**src/sbs_cfg.svh**
```systemverilog
// Constants for the halt and subtract-with-borrow execution block
// What this block does
// - Halt clears the power-down flag and sets the time-out flag, unless a watchdog time-out falls in the same cycle.
// - Halt zeroes the watchdog counter and clears its postscaler.
// - After decode, halt enters low power with the oscillator stopped until wake-up.
// - A watchdog time-out wake-up clears the time-out flag.
// - Subtract computes accumulator minus file register minus inverted carry, two's complement.
`ifndef SBS_CFG_SVH
`define SBS_CFG_SVH
`define SBS_OP_SLEEP      16'h0003
`define SBS_OP_SUB_HI     6'h15
`define SBS_OP_HI_MSB     15
`define SBS_OP_HI_LSB     10
`define SBS_DEST_BIT      9
`define SBS_BANK_BIT      8
`define SBS_W_RST         8'h00
`define SBS_WDT_CLR       8'h00
`define SBS_FLAG_N_RST    1'b1
`define SBS_STAT_RST      1'b0
`define SBS_WDT_CNT_W     8
`define SBS_WDT_PS_W      7
`endif

```
**src/sbs_pkg.sv**
```systemverilog
// Types for the halt and subtract-with-borrow execution block
package sbs_pkg;
  typedef enum logic [2:0] {
    SBS_IDLE  = 3'b000,
    SBS_Q1    = 3'b001,
    SBS_Q2    = 3'b011,
    SBS_Q3    = 3'b010,
    SBS_Q4    = 3'b110,
    SBS_SLEEP = 3'b111
  } sbs_state_t;
  typedef logic [7:0] sbs_byte_t;
endpackage

```
**src/sbs_wdt_if.sv**
```systemverilog
// Watchdog control carrier between the core logic and the watchdog
`timescale 1ns/1ps
interface sbs_wdt_if;
  logic       clr;
  logic       timeout;
  logic [7:0] count;
  modport ctl (output clr, input timeout, input count);
  modport wdt (input clr, output timeout, output count);
endinterface

```
**src/sbs_wdt.sv**
```systemverilog
// Watchdog counter with postscaler
`timescale 1ns/1ps
`include "sbs_cfg.svh"
module sbs_wdt
  import sbs_pkg::*;
#(
  parameter int PS_W = `SBS_WDT_PS_W
)(
  input wire logic ref_clk,  // Core clock
  input wire logic arst_n,   // Async reset, active low
  input wire logic wdt_en,   // Watchdog enable
  sbs_wdt_if.wdt   bus       // Clear in, count and time-out out
);
  logic [PS_W-1:0] ps_q;
  logic [7:0]      cnt_q;
  logic            to_q;
  logic            ps_wrap;

  assign ps_wrap     = wdt_en && (ps_q == {PS_W{1'b1}});
  assign bus.count   = cnt_q;
  assign bus.timeout = to_q;

  always_ff @(posedge ref_clk or negedge arst_n)
  begin
    if (!arst_n)
    begin
      ps_q  <= '0;
      cnt_q <= `SBS_WDT_CLR;
    end
    else if (bus.clr)
    begin
      ps_q  <= '0;
      cnt_q <= `SBS_WDT_CLR;
    end
    else if (wdt_en)
    begin
      ps_q <= ps_q + 1'b1;
      if (ps_wrap)
        cnt_q <= cnt_q + 8'h01;
    end
  end

  // One-cycle time-out pulse when the counter rolls over
  always_ff @(posedge ref_clk or negedge arst_n)
  begin
    if (!arst_n)
      to_q <= 1'b0;
    else
      to_q <= !bus.clr && ps_wrap && (cnt_q == 8'hFF);
  end
endmodule // sbs_wdt

```
**src/sbs_core.sv**
```systemverilog
// Halt and subtract-with-borrow execution logic
`timescale 1ns/1ps
`include "sbs_cfg.svh"
module sbs_core
  import sbs_pkg::*;
(
  input  wire logic        ref_clk,         // Core clock, 125 MHz
  input  wire logic        arst_n,          // Async reset, active low
  input  wire logic        instr_valid,     // Instruction word offered
  input  wire logic [15:0] instr_word,      // Instruction word
  output logic             instr_ready,     // Ready to take a word
  output logic             done,            // Instruction retired pulse
  output logic [7:0]       freg_addr,       // File register address
  output logic             freg_bank_sel,   // Bank select bit
  output logic             freg_rd,         // File read strobe
  input  wire logic [7:0]  freg_rdata,      // File read data
  output logic             freg_wr,         // File write strobe
  output logic [7:0]       freg_wdata,      // File write data
  output logic [7:0]       accum,           // Working accumulator
  output logic             flag_n,          // Negative flag
  output logic             flag_ov,         // Overflow flag
  output logic             flag_z,          // Zero flag
  output logic             flag_dc,         // Digit carry flag
  output logic             flag_c,          // Carry flag
  output logic             time_out_flag_n, // Time-out flag, active low
  output logic             power_down_flag_n, // Power-down flag, active low
  output logic             osc_en,          // Oscillator run
  output logic             asleep,          // Low-power state
  input  wire logic        wdt_en,          // Watchdog enable
  output logic [7:0]       watchdog_counter, // Watchdog count
  input  wire logic        wake_pin         // External wake-up source
);
  sbs_state_t state_q;
  sbs_state_t state_d;
  sbs_byte_t  w_q;
  sbs_byte_t  fval_q;
  sbs_byte_t  res_q;
  logic [15:0] ir_q;
  logic       n_q, ov_q, z_q, dc_q, c_q;
  logic       to_n_q, pwr_dn_n_q;
  logic       done_q, rd_q, wr_q;
  logic [2:0] wake_s_q;
  logic       wake_lvl_q;
  logic       is_sleep, is_sub, dest_f, wdt_clr;
  logic [8:0] sum9;
  logic [4:0] sum5;

  sbs_wdt_if wdt_bus ();

  sbs_wdt u_wdt (
    .ref_clk (ref_clk),
    .arst_n  (arst_n),
    .wdt_en  (wdt_en),
    .bus     (wdt_bus)
  );

  assign is_sleep = (ir_q == `SBS_OP_SLEEP);
  assign is_sub   = (ir_q[`SBS_OP_HI_MSB:`SBS_OP_HI_LSB] == `SBS_OP_SUB_HI);
  assign dest_f   = ir_q[`SBS_DEST_BIT];
  // W - f - !C equals W + ~f + C
  assign sum9     = {1'b0, w_q} + {1'b0, ~fval_q} + {8'h00, c_q};
  assign sum5     = {1'b0, w_q[3:0]} + {1'b0, ~fval_q[3:0]} + {4'h0, c_q};
  assign wdt_clr  = (state_q == SBS_Q4) && is_sleep;
  assign wdt_bus.clr = wdt_clr;

  assign instr_ready      = (state_q == SBS_IDLE);
  assign done             = done_q;
  assign freg_addr        = ir_q[7:0];
  assign freg_bank_sel    = ir_q[`SBS_BANK_BIT];
  assign freg_rd          = rd_q;
  assign freg_wr          = wr_q;
  assign freg_wdata       = res_q;
  assign accum            = w_q;
  assign flag_n           = n_q;
  assign flag_ov          = ov_q;
  assign flag_z           = z_q;
  assign flag_dc          = dc_q;
  assign flag_c           = c_q;
  assign time_out_flag_n  = to_n_q;
  assign power_down_flag_n = pwr_dn_n_q;
  assign asleep           = (state_q == SBS_SLEEP);
  assign osc_en           = (state_q != SBS_SLEEP);
  assign watchdog_counter = wdt_bus.count;

  // Wake pin synchroniser, level taken when stages two and three agree
  always_ff @(posedge ref_clk or negedge arst_n)
  begin
    if (!arst_n)
    begin
      wake_s_q   <= 3'b000;
      wake_lvl_q <= 1'b0;
    end
    else
    begin
      wake_s_q <= {wake_s_q[1:0], wake_pin};
      if (wake_s_q[1] == wake_s_q[2])
        wake_lvl_q <= wake_s_q[2];
    end
  end

  // Quarter-phase sequencer
  always_comb
  begin
    state_d = state_q;
    unique case (state_q)
      SBS_IDLE:  if (instr_valid) state_d = SBS_Q1;
      SBS_Q1:    state_d = SBS_Q2;
      SBS_Q2:    state_d = SBS_Q3;
      SBS_Q3:    state_d = SBS_Q4;
      SBS_Q4:    state_d = is_sleep ? SBS_SLEEP : SBS_IDLE;
      SBS_SLEEP: if (wdt_bus.timeout || wake_lvl_q) state_d = SBS_IDLE;
      default:   state_d = SBS_IDLE;
    endcase
  end

  always_ff @(posedge ref_clk or negedge arst_n)
  begin
    if (!arst_n)
      state_q <= SBS_IDLE;
    else
      state_q <= state_d;
  end

  // Instruction capture
  always_ff @(posedge ref_clk or negedge arst_n)
  begin
    if (!arst_n)
      ir_q <= 16'h0000;
    else if (instr_ready && instr_valid)
      ir_q <= instr_word;
  end

  // File read in Q2, operand captured in Q3
  always_ff @(posedge ref_clk or negedge arst_n)
  begin
    if (!arst_n)
    begin
      rd_q   <= 1'b0;
      fval_q <= 8'h00;
    end
    else
    begin
      rd_q <= (state_d == SBS_Q2) && is_sub;
      if (rd_q)
        fval_q <= freg_rdata;
    end
  end

  // Q4 write-back of the result
  always_ff @(posedge ref_clk or negedge arst_n)
  begin
    if (!arst_n)
    begin
      w_q   <= `SBS_W_RST;
      res_q <= 8'h00;
      wr_q  <= 1'b0;
    end
    else
    begin
      wr_q <= 1'b0;
      if (state_q == SBS_Q3 && is_sub)
      begin
        res_q <= sum9[7:0];
        if (dest_f)
          wr_q <= 1'b1;
        else
          w_q <= sum9[7:0];
      end
    end
  end

  // Arithmetic flags, loaded together with the result
  always_ff @(posedge ref_clk or negedge arst_n)
  begin
    if (!arst_n)
    begin
      n_q  <= `SBS_STAT_RST;
      ov_q <= `SBS_STAT_RST;
      z_q  <= `SBS_STAT_RST;
      dc_q <= `SBS_STAT_RST;
      c_q  <= `SBS_STAT_RST;
    end
    else if (state_q == SBS_Q3 && is_sub)
    begin
      n_q  <= sum9[7];
      z_q  <= (sum9[7:0] == 8'h00);
      c_q  <= sum9[8];
      dc_q <= sum5[4];
      ov_q <= (w_q[7] != fval_q[7]) && (sum9[7] != w_q[7]);
    end
  end

  // Time-out flag; a time-out in the same cycle wins over halt
  always_ff @(posedge ref_clk or negedge arst_n)
  begin
    if (!arst_n)
      to_n_q <= `SBS_FLAG_N_RST;
    else if (wdt_bus.timeout)
      to_n_q <= 1'b0;
    else if (wdt_clr)
      to_n_q <= 1'b1;
  end

  // Power-down flag, cleared by halt, set again only by reset
  always_ff @(posedge ref_clk or negedge arst_n)
  begin
    if (!arst_n)
      pwr_dn_n_q <= `SBS_FLAG_N_RST;
    else if (wdt_clr)
      pwr_dn_n_q <= 1'b0;
  end

  // Retire pulse
  always_ff @(posedge ref_clk or negedge arst_n)
  begin
    if (!arst_n)
      done_q <= 1'b0;
    else
      done_q <= (state_q == SBS_Q4);
  end
endmodule // sbs_core

```
**config.mk**
```make
export PLATFORM = sky130hd
export DESIGN_NAME = sbs_core
export DESIGN_NICKNAME = d
export VERILOG_FILES = /design/src/sbs_pkg.sv /design/src/sbs_wdt_if.sv /design/src/sbs_wdt.sv /design/src/sbs_core.sv
export VERILOG_INCLUDE_DIRS = /design/src
export SDC_FILE = /design/constraint.sdc
export NUM_CORES = 1
export LEC_CHECK = 0
export BUFFER_PORTS_ARGS = -buffer_cell sky130_fd_sc_hd__buf_2
export CAP_MARGIN = 20
export CORE_MARGIN = 5
export CORE_UTILIZATION = 35
export CTS_BUF_LIST = sky130_fd_sc_hd__clkbuf_8
export DETAILED_ROUTE_END_ITERATION = 12
export GPL_TIMING_DRIVEN = 0
export RECOVER_POWER = 25
export SLEW_MARGIN = 40
export SYNTH_ARGS = -nofsm -noshare
export SYNTH_HDL_FRONTEND = slang
export SYNTH_SLANG_ARGS = --single-unit
export TNS_END_PERCENT = 30
```
**constraint.sdc**
```tcl
create_clock -name ref_clk -period 5.8 [get_ports ref_clk]
set_clock_uncertainty 0.15 [all_clocks]
set_input_delay 1.45 -clock ref_clk [delete_from_list [all_inputs] [get_ports ref_clk]]
set_output_delay 1.45 -clock ref_clk [all_outputs]
set_load 0.1 [all_outputs]
```
Word-level counts from Yosys, hierarchy flattened:

Index checks and enable logic that the tools add are counted.

* add/sub/neg operators: 6
* equal/unequal tests: 14
* mux-type cells: 13
* bitwise operators: 3
* reductions and logical operators: 17

Operator list (number)
* $mux W8: 3
* $pmux W3 S6: 1
* $eq A16 B2 Y1 const B: 1
* $mux W7: 2
* $add A8 B8 Y9: 1
* $add A9 B1 Y9: 1
* $eq A3 B2 Y1 const B: 3
* $mux W3: 3
* $add A8 B1 Y8 const B: 1
* $eq A8 B8 Y1 const B: 1
* $logic_and A1 B1 Y1: 8
* $logic_not A8 Y1: 1
* $not A8 Y8: 1
* $add A7 B1 Y7 const B: 1
* $eq A7 B7 Y1 const B: 1
* $eq A3 B3 Y1 const B: 2
* $eq A6 B5 Y1 const B: 1
* $reduce_bool A2 Y1: 3
* $add A4 B4 Y5: 1
* $add A5 B1 Y5: 1
* $mux W1: 4
* $not A4 Y4: 1
* $reduce_and A2 Y1: 2
* $eq A3 B1 Y1 const B: 1
* other kinds (7): 8

* bits in registers: 73
* bits of input ports: 29
* output and inout port bits: 46
* logic and storage cells: 73

Longest topological paths before layout:

* depth after elaboration: 5
* mapped depth: 9
* mapped depth without buffers: 9

Modules after synthesis:

From an unflattened synthesis, not the netlist that was laid out.

* cell total of the unflattened synthesis: 312
* area total of the unflattened synthesis: 3460.8 um^2

Modules (own cells, without submodules)
* sbs_core: times used 1, cells each 229, area an instance 2630.0 um^2, sequential area each 1403.8 um^2
* sbs_wdt: times used 1, cells each 83, area an instance 830.8 um^2, sequential area each 400.4 um^2

Worst setup path after synthesis:

No wires, ideal clock.

* path kind: flip-flop to output port
* start: reg state_q[0]
* end: out instr_ready
* arrival time: 2.550 ns
* setup slack: 1.650 ns
* stages on the path, launching flop included: 2
* path buffers: 0
* cell sequence: dfrtp_1 > nor3_1

* cells in the longest elaborated chain, start to end: 1

Ends and longest elaborated chain
* start, declared: RTL line sbs_core.sv:33 `sbs_state_t state_q;`
* start signal, assigned: RTL line sbs_core.sv:121 `state_q <= state_d;`
* $logic_not A3 Y1: RTL line sbs_core.sv:66 `assign instr_ready = (state_q == SBS_IDLE);`
* end, declared: RTL line sbs_core.sv:11 `output logic instr_ready,`

Every way passes these cells.

Final worst setup path:

Same ends and word-level chain as after synthesis.

==> run_summary.xml <==
<?xml version="1.0" encoding="UTF-8"?>
<metrics>
  <group name="synth">
    <metric name="yosysSeqAreaShare" unit="">0.552</metric>
    <metric name="synth_area_leader_cell" unit="">sky130_fd_sc_hd__dfrtp_1</metric>
    <metric name="post_synthesis_xor_xnor_area_fraction" unit="">0.0482</metric>
    <metric name="synthSimpleGateAreaFrac" unit="">0.148</metric>
    <metric name="synth_flop_cell" unit="">sky130_fd_sc_hd__dfrtp_1</metric>
    <metric name="asyncSetResetFlopFracSynth" unit="">1.00</metric>
    <metric name="yosys.cell_count.top_type" unit="">sky130_fd_sc_hd__dfrtp_1</metric>
    <metric name="synthesis.nets" unit="">328</metric>
    <metric name="synth_compound_area_frac" unit="">0.0597</metric>
    <metric name="netlist_top_cells_area" unit="">sky130_fd_sc_hd__dfrtp_1 54%, sky130_fd_sc_hd__mux2_2 9.3%, sky130_fd_sc_hd__nor2_1 3.7%</metric>
    <metric name="dominant_combinational_cell_family_by_area_after_synthesis" unit="">simple AND/OR/NAND/NOR gates</metric>
    <metric name="synth_enable_flop_cells" unit="">0</metric>
    <metric name="synth.cells.most_frequent" unit="">70 x sky130_fd_sc_hd__dfrtp_1, 32 x sky130_fd_sc_hd__nor2_1, 28 x sky130_fd_sc_hd__nand2_1</metric>
    <metric name="synth.lib_cells_used.distinct" unit="">44</metric>
    <metric name="syn_avg_cell_area" unit="um^2">11.4</metric>
    <metric name="synth-warning-count" unit="">0</metric>
    <metric name="synth_mux_area_frac" unit="">0.0991</metric>
    <metric name="mappedNetlistArea" unit="um^2">3270</metric>
    <metric name="synthDominantCellAreaShare" unit="">0.536</metric>
    <metric name="synthesis.instances" unit="">288</metric>
    <metric name="synth_fa_ha_area_frac" unit="">0.0498</metric>
    <metric name="ys_ff_latch" unit="">72</metric>
  </group>
  <group name="critical_path">
    <metric name="setup_crit_end_kind" unit="">primary output</metric>
    <metric name="cp.buffers_inverters" unit="">1</metric>
    <metric name="cp_top_family" unit="">flip-flops</metric>
    <metric name="slowest_stage" unit="">sky130_fd_sc_hd__dfrtp_1</metric>
    <metric name="worst-setup-path-type" unit="">reg -&gt; out</metric>
    <metric name="worst_path_largest_cell_delay" unit="ns">0.47</metric>
    <metric name="cp_cell_sequence" unit="">nor3_1 -&gt; buf_2</metric>
    <metric name="worst-endpoint-arrival" unit="ns">1.52</metric>
    <metric name="timing.critical_path.required" unit="ns">4.20</metric>
    <metric name="critical_path.startpoint_type" unit="">flip-flop</metric>
    <metric name="worstPathMaxFanout" unit="">8</metric>
  </group>
  <group name="floorplan">
    <metric name="dieWidth" unit="um">107</metric>
    <metric name="num_rows" unit="">35</metric>
    <metric name="die_height" unit="um">107</metric>
    <metric name="initial_core_util" unit="">0.357</metric>
    <metric name="ioPinCount" unit="">75</metric>
    <metric name="total_core_area" unit="um^2">9150</metric>
    <metric name="total_die_area" unit="um^2">11400</metric>
  </group>
  <group name="detailed_routing">
    <metric name="route.final.wire_length" unit="mm">6.95</metric>
    <metric name="detail-route-antenna-nets" unit="">0</metric>
    <metric name="detailroute.via_count" unit="">2336</metric>
    <metric name="route.detailed.wl_per_inst" unit="um">14.2</metric>
    <metric name="post_route_drc_violation_count" unit="">0</metric>
    <metric name="routed_via_density" unit="">4.77</metric>
    <metric name="drt_first_pass_iters" unit="">4</metric>
    <metric name="first_iter_violations" unit="">48</metric>
  </group>
  <group name="clock_tree">
    <metric name="hold_buffers" unit="">0</metric>
    <metric name="post_cts.resized_instances" unit="">0</metric>
    <metric name="clock_tree.buffer_depth" unit="">2</metric>
    <metric name="root_buffer" unit="">sky130_fd_sc_hd__clkbuf_8</metric>
    <metric name="clkLatencyLatePin" unit="ns">0.34</metric>
    <metric name="cts.sinks" unit="">72</metric>
    <metric name="setup_repair_bufs_after_cts" unit="">0</metric>
    <metric name="h-tree-depth" unit="">3</metric>
    <metric name="cts_made_buffers" unit="">9</metric>
    <metric name="clkTransAtPathRegs" unit="ns">0.08</metric>
    <metric name="cts_tree" unit="">yes</metric>
  </group>
  <group name="timing">
    <metric name="tightest_slew" unit="ns">1.20</metric>
    <metric name="fin_crit" unit="ns">3.12</metric>
    <metric name="finalHoldWorstSlack" unit="ns">0.201</metric>
    <metric name="rsz0062_at_grt" unit="">false</metric>
    <metric name="max_freq" unit="MHz">321</metric>
    <metric name="finalSetupViolCount" unit="">0</metric>
    <metric name="final_hold_viol_count" unit="">0</metric>
    <metric name="report.final.slew_viol_count" unit="">0</metric>
    <metric name="totalNegativeSetupSlack" unit="ns">0</metric>
    <metric name="fin_crit_sh" unit="">0.537</metric>
    <metric name="slew_headroom" unit="">0.198</metric>
  </group>
  <group name="global_routing">
    <metric name="globalRouteMet1Util" unit="">0.167</metric>
    <metric name="grtUsageMet3" unit="">0.0500</metric>
    <metric name="number_of_global_route_vias_before_repair" unit="">2363</metric>
    <metric name="grt_use_met2" unit="">0.199</metric>
    <metric name="grt_use_total" unit="">0.128</metric>
    <metric name="grt_max_degree" unit="">53</metric>
    <metric name="wire_length_of_the_first_global_routing_pass" unit="mm">11.5</metric>
    <metric name="antenna_violations_before_repair" unit="">0</metric>
    <metric name="globalRouteOverflowTotal" unit="">0</metric>
    <metric name="grt_most_used_layer" unit="">met2</metric>
  </group>
  <group name="min_path">
    <metric name="min-delay-path-class" unit="">reg -&gt; reg</metric>
  </group>
  <group name="layout">
    <metric name="postLayoutCoreUtil" unit="">0.440</metric>
    <metric name="nNetsFinal" unit="">414</metric>
    <metric name="finish.cell_count_without_fillers" unit="">490</metric>
    <metric name="antenna_cells_inserted" unit="">0</metric>
    <metric name="finalInstanceArea" unit="um^2">4030</metric>
    <metric name="final_layout_size_suffix_gt1_frac" unit="">0.354</metric>
    <metric name="area_delta_synth_final" unit="%">23.2</metric>
  </group>
  <group name="place">
    <metric name="gpl.final_weighted_congestion" unit="">0.787</metric>
    <metric name="detailed_place_hpwl" unit="mm">5.20</metric>
    <metric name="port-buffer-count" unit="">74</metric>
    <metric name="placed_cells_incl_taps" unit="">474</metric>
    <metric name="post_dp_cell_area" unit="um^2">3810</metric>
  </group>
  <group name="outcome">
    <metric name="status" unit="">completed</metric>
  </group>
  <group name="power_and_ir_drop">
    <metric name="power_density" unit="nW/um^2">516</metric>
    <metric name="leakagePower" unit="nW">2.08</metric>
    <metric name="vdd_ir_drop_max" unit="uV">481</metric>
  </group>
  <group name="flow_run">
    <metric name="max-cap-violations" unit="">0</metric>
  </group>
</metrics>
-- layer usage --
layer  routed length (um)  vias to the layer above
li1                     -                     1149
met1                 3190                     1113
met2                 3250                       65
met3                  457                        9
met4                   55                        0
met5                    0                        -
-- power breakdown --
part	internal [W]	switching, W	leakage, nW
logic	0.000256	0.000643	1.07
clock network	0.000252	0.000185	0.110
registers	0.000640	0.000103	0.898
total	0.00115	0.000930	2.08
-- registers in the layout (all words and copies together) (netlist names), 3 cells and up --
signal,flops
accum,8
freg_wdata,8
u_wdt.bus.count,8
fval_q,8
ir_q,16
state_q,3
u_wdt.ps_q,7
wake_s_q,3
-- worst register-to-register path, delay by kind of cell (launching register included) --
| kind | cells | cell delay [ns] |
|---|---|---|
| flops | 1 | 0.41 |
| fa+ha+maj | 2 | 0.66 |
| buf+inv | 1 | 0.09 |
| compound gates | 3 | 0.89 |
| simple gates | 1 | 0.07 |
| xor+xnor | 1 | 0.21 |
-- final timing paths --
check | start | to | slack [ns] | cells past startpoint
min in group asynchronous | arst_n | accum[1] | 1.18 | 1
max in group asynchronous | arst_n | power_down_flag_n | 3.43 | 2
max reg2reg | accum[0] | flag_z | 3.22 | 8
max | state_q[0] | instr_ready | 2.68 | 2
min | wake_s_q[0] | wake_s_q[1] | 0.20 | 0
min reg2reg | wake_s_q[0] | wake_s_q[1] | 0.20 | 0
-- stage by stage --
step | power [W] | setup slack, ns
floorplan | 0.00149 | 1.65
global placement | 0.00164 | 2.68
detailed placement | 0.00166 | 2.73
CTS | 0.00211 | 2.65
global route | 0.00220 | 2.56
finish | 0.00208 | 2.68
-- kinds of logic (layout without fill, tap and decap cells) --
family	Yosys count	count (layout)
multiplexers	29	29
adder cells (fa/ha/maj)	12	12
AO/OA/AOI/OAI	31	31
AND/OR/NAND/NOR	98	98
flip-flops	72	72
buffers and inverters	28	119
XOR/XNOR	18	18
-- cell usage in the layout, fill, tap and decap left out, types with 9 or more instances in the layout --
master | netlist | routed
sky130_fd_sc_hd__dfrtp_1 | 70 | 70
sky130_fd_sc_hd__buf_4 | 9 | 9
sky130_fd_sc_hd__mux2_2 | 27 | 27
sky130_fd_sc_hd__inv_1 | 12 | 13
sky130_fd_sc_hd__o21ai_0 | 14 | 14
sky130_fd_sc_hd__buf_2 | 3 | 76
sky130_fd_sc_hd__ha_1 | 9 | 9
sky130_fd_sc_hd__clkbuf_8 | 0 | 10
sky130_fd_sc_hd__nand2_1 | 28 | 28
sky130_fd_sc_hd__xor2_1 | 11 | 11
sky130_fd_sc_hd__nor2_1 | 32 | 32
-- layout make-up --
cell class,count,area (um^2)
fillers,896,5130
clock buffers,10,138
plain buffers,16,97.6
repair buffers,75,397
inverters,12,45.0
flip-flops and latches,72,1800
clock inverters,6,83.8
well taps,111,139
multi-input cells,188,1320
(Power assumes the default switching activity.)
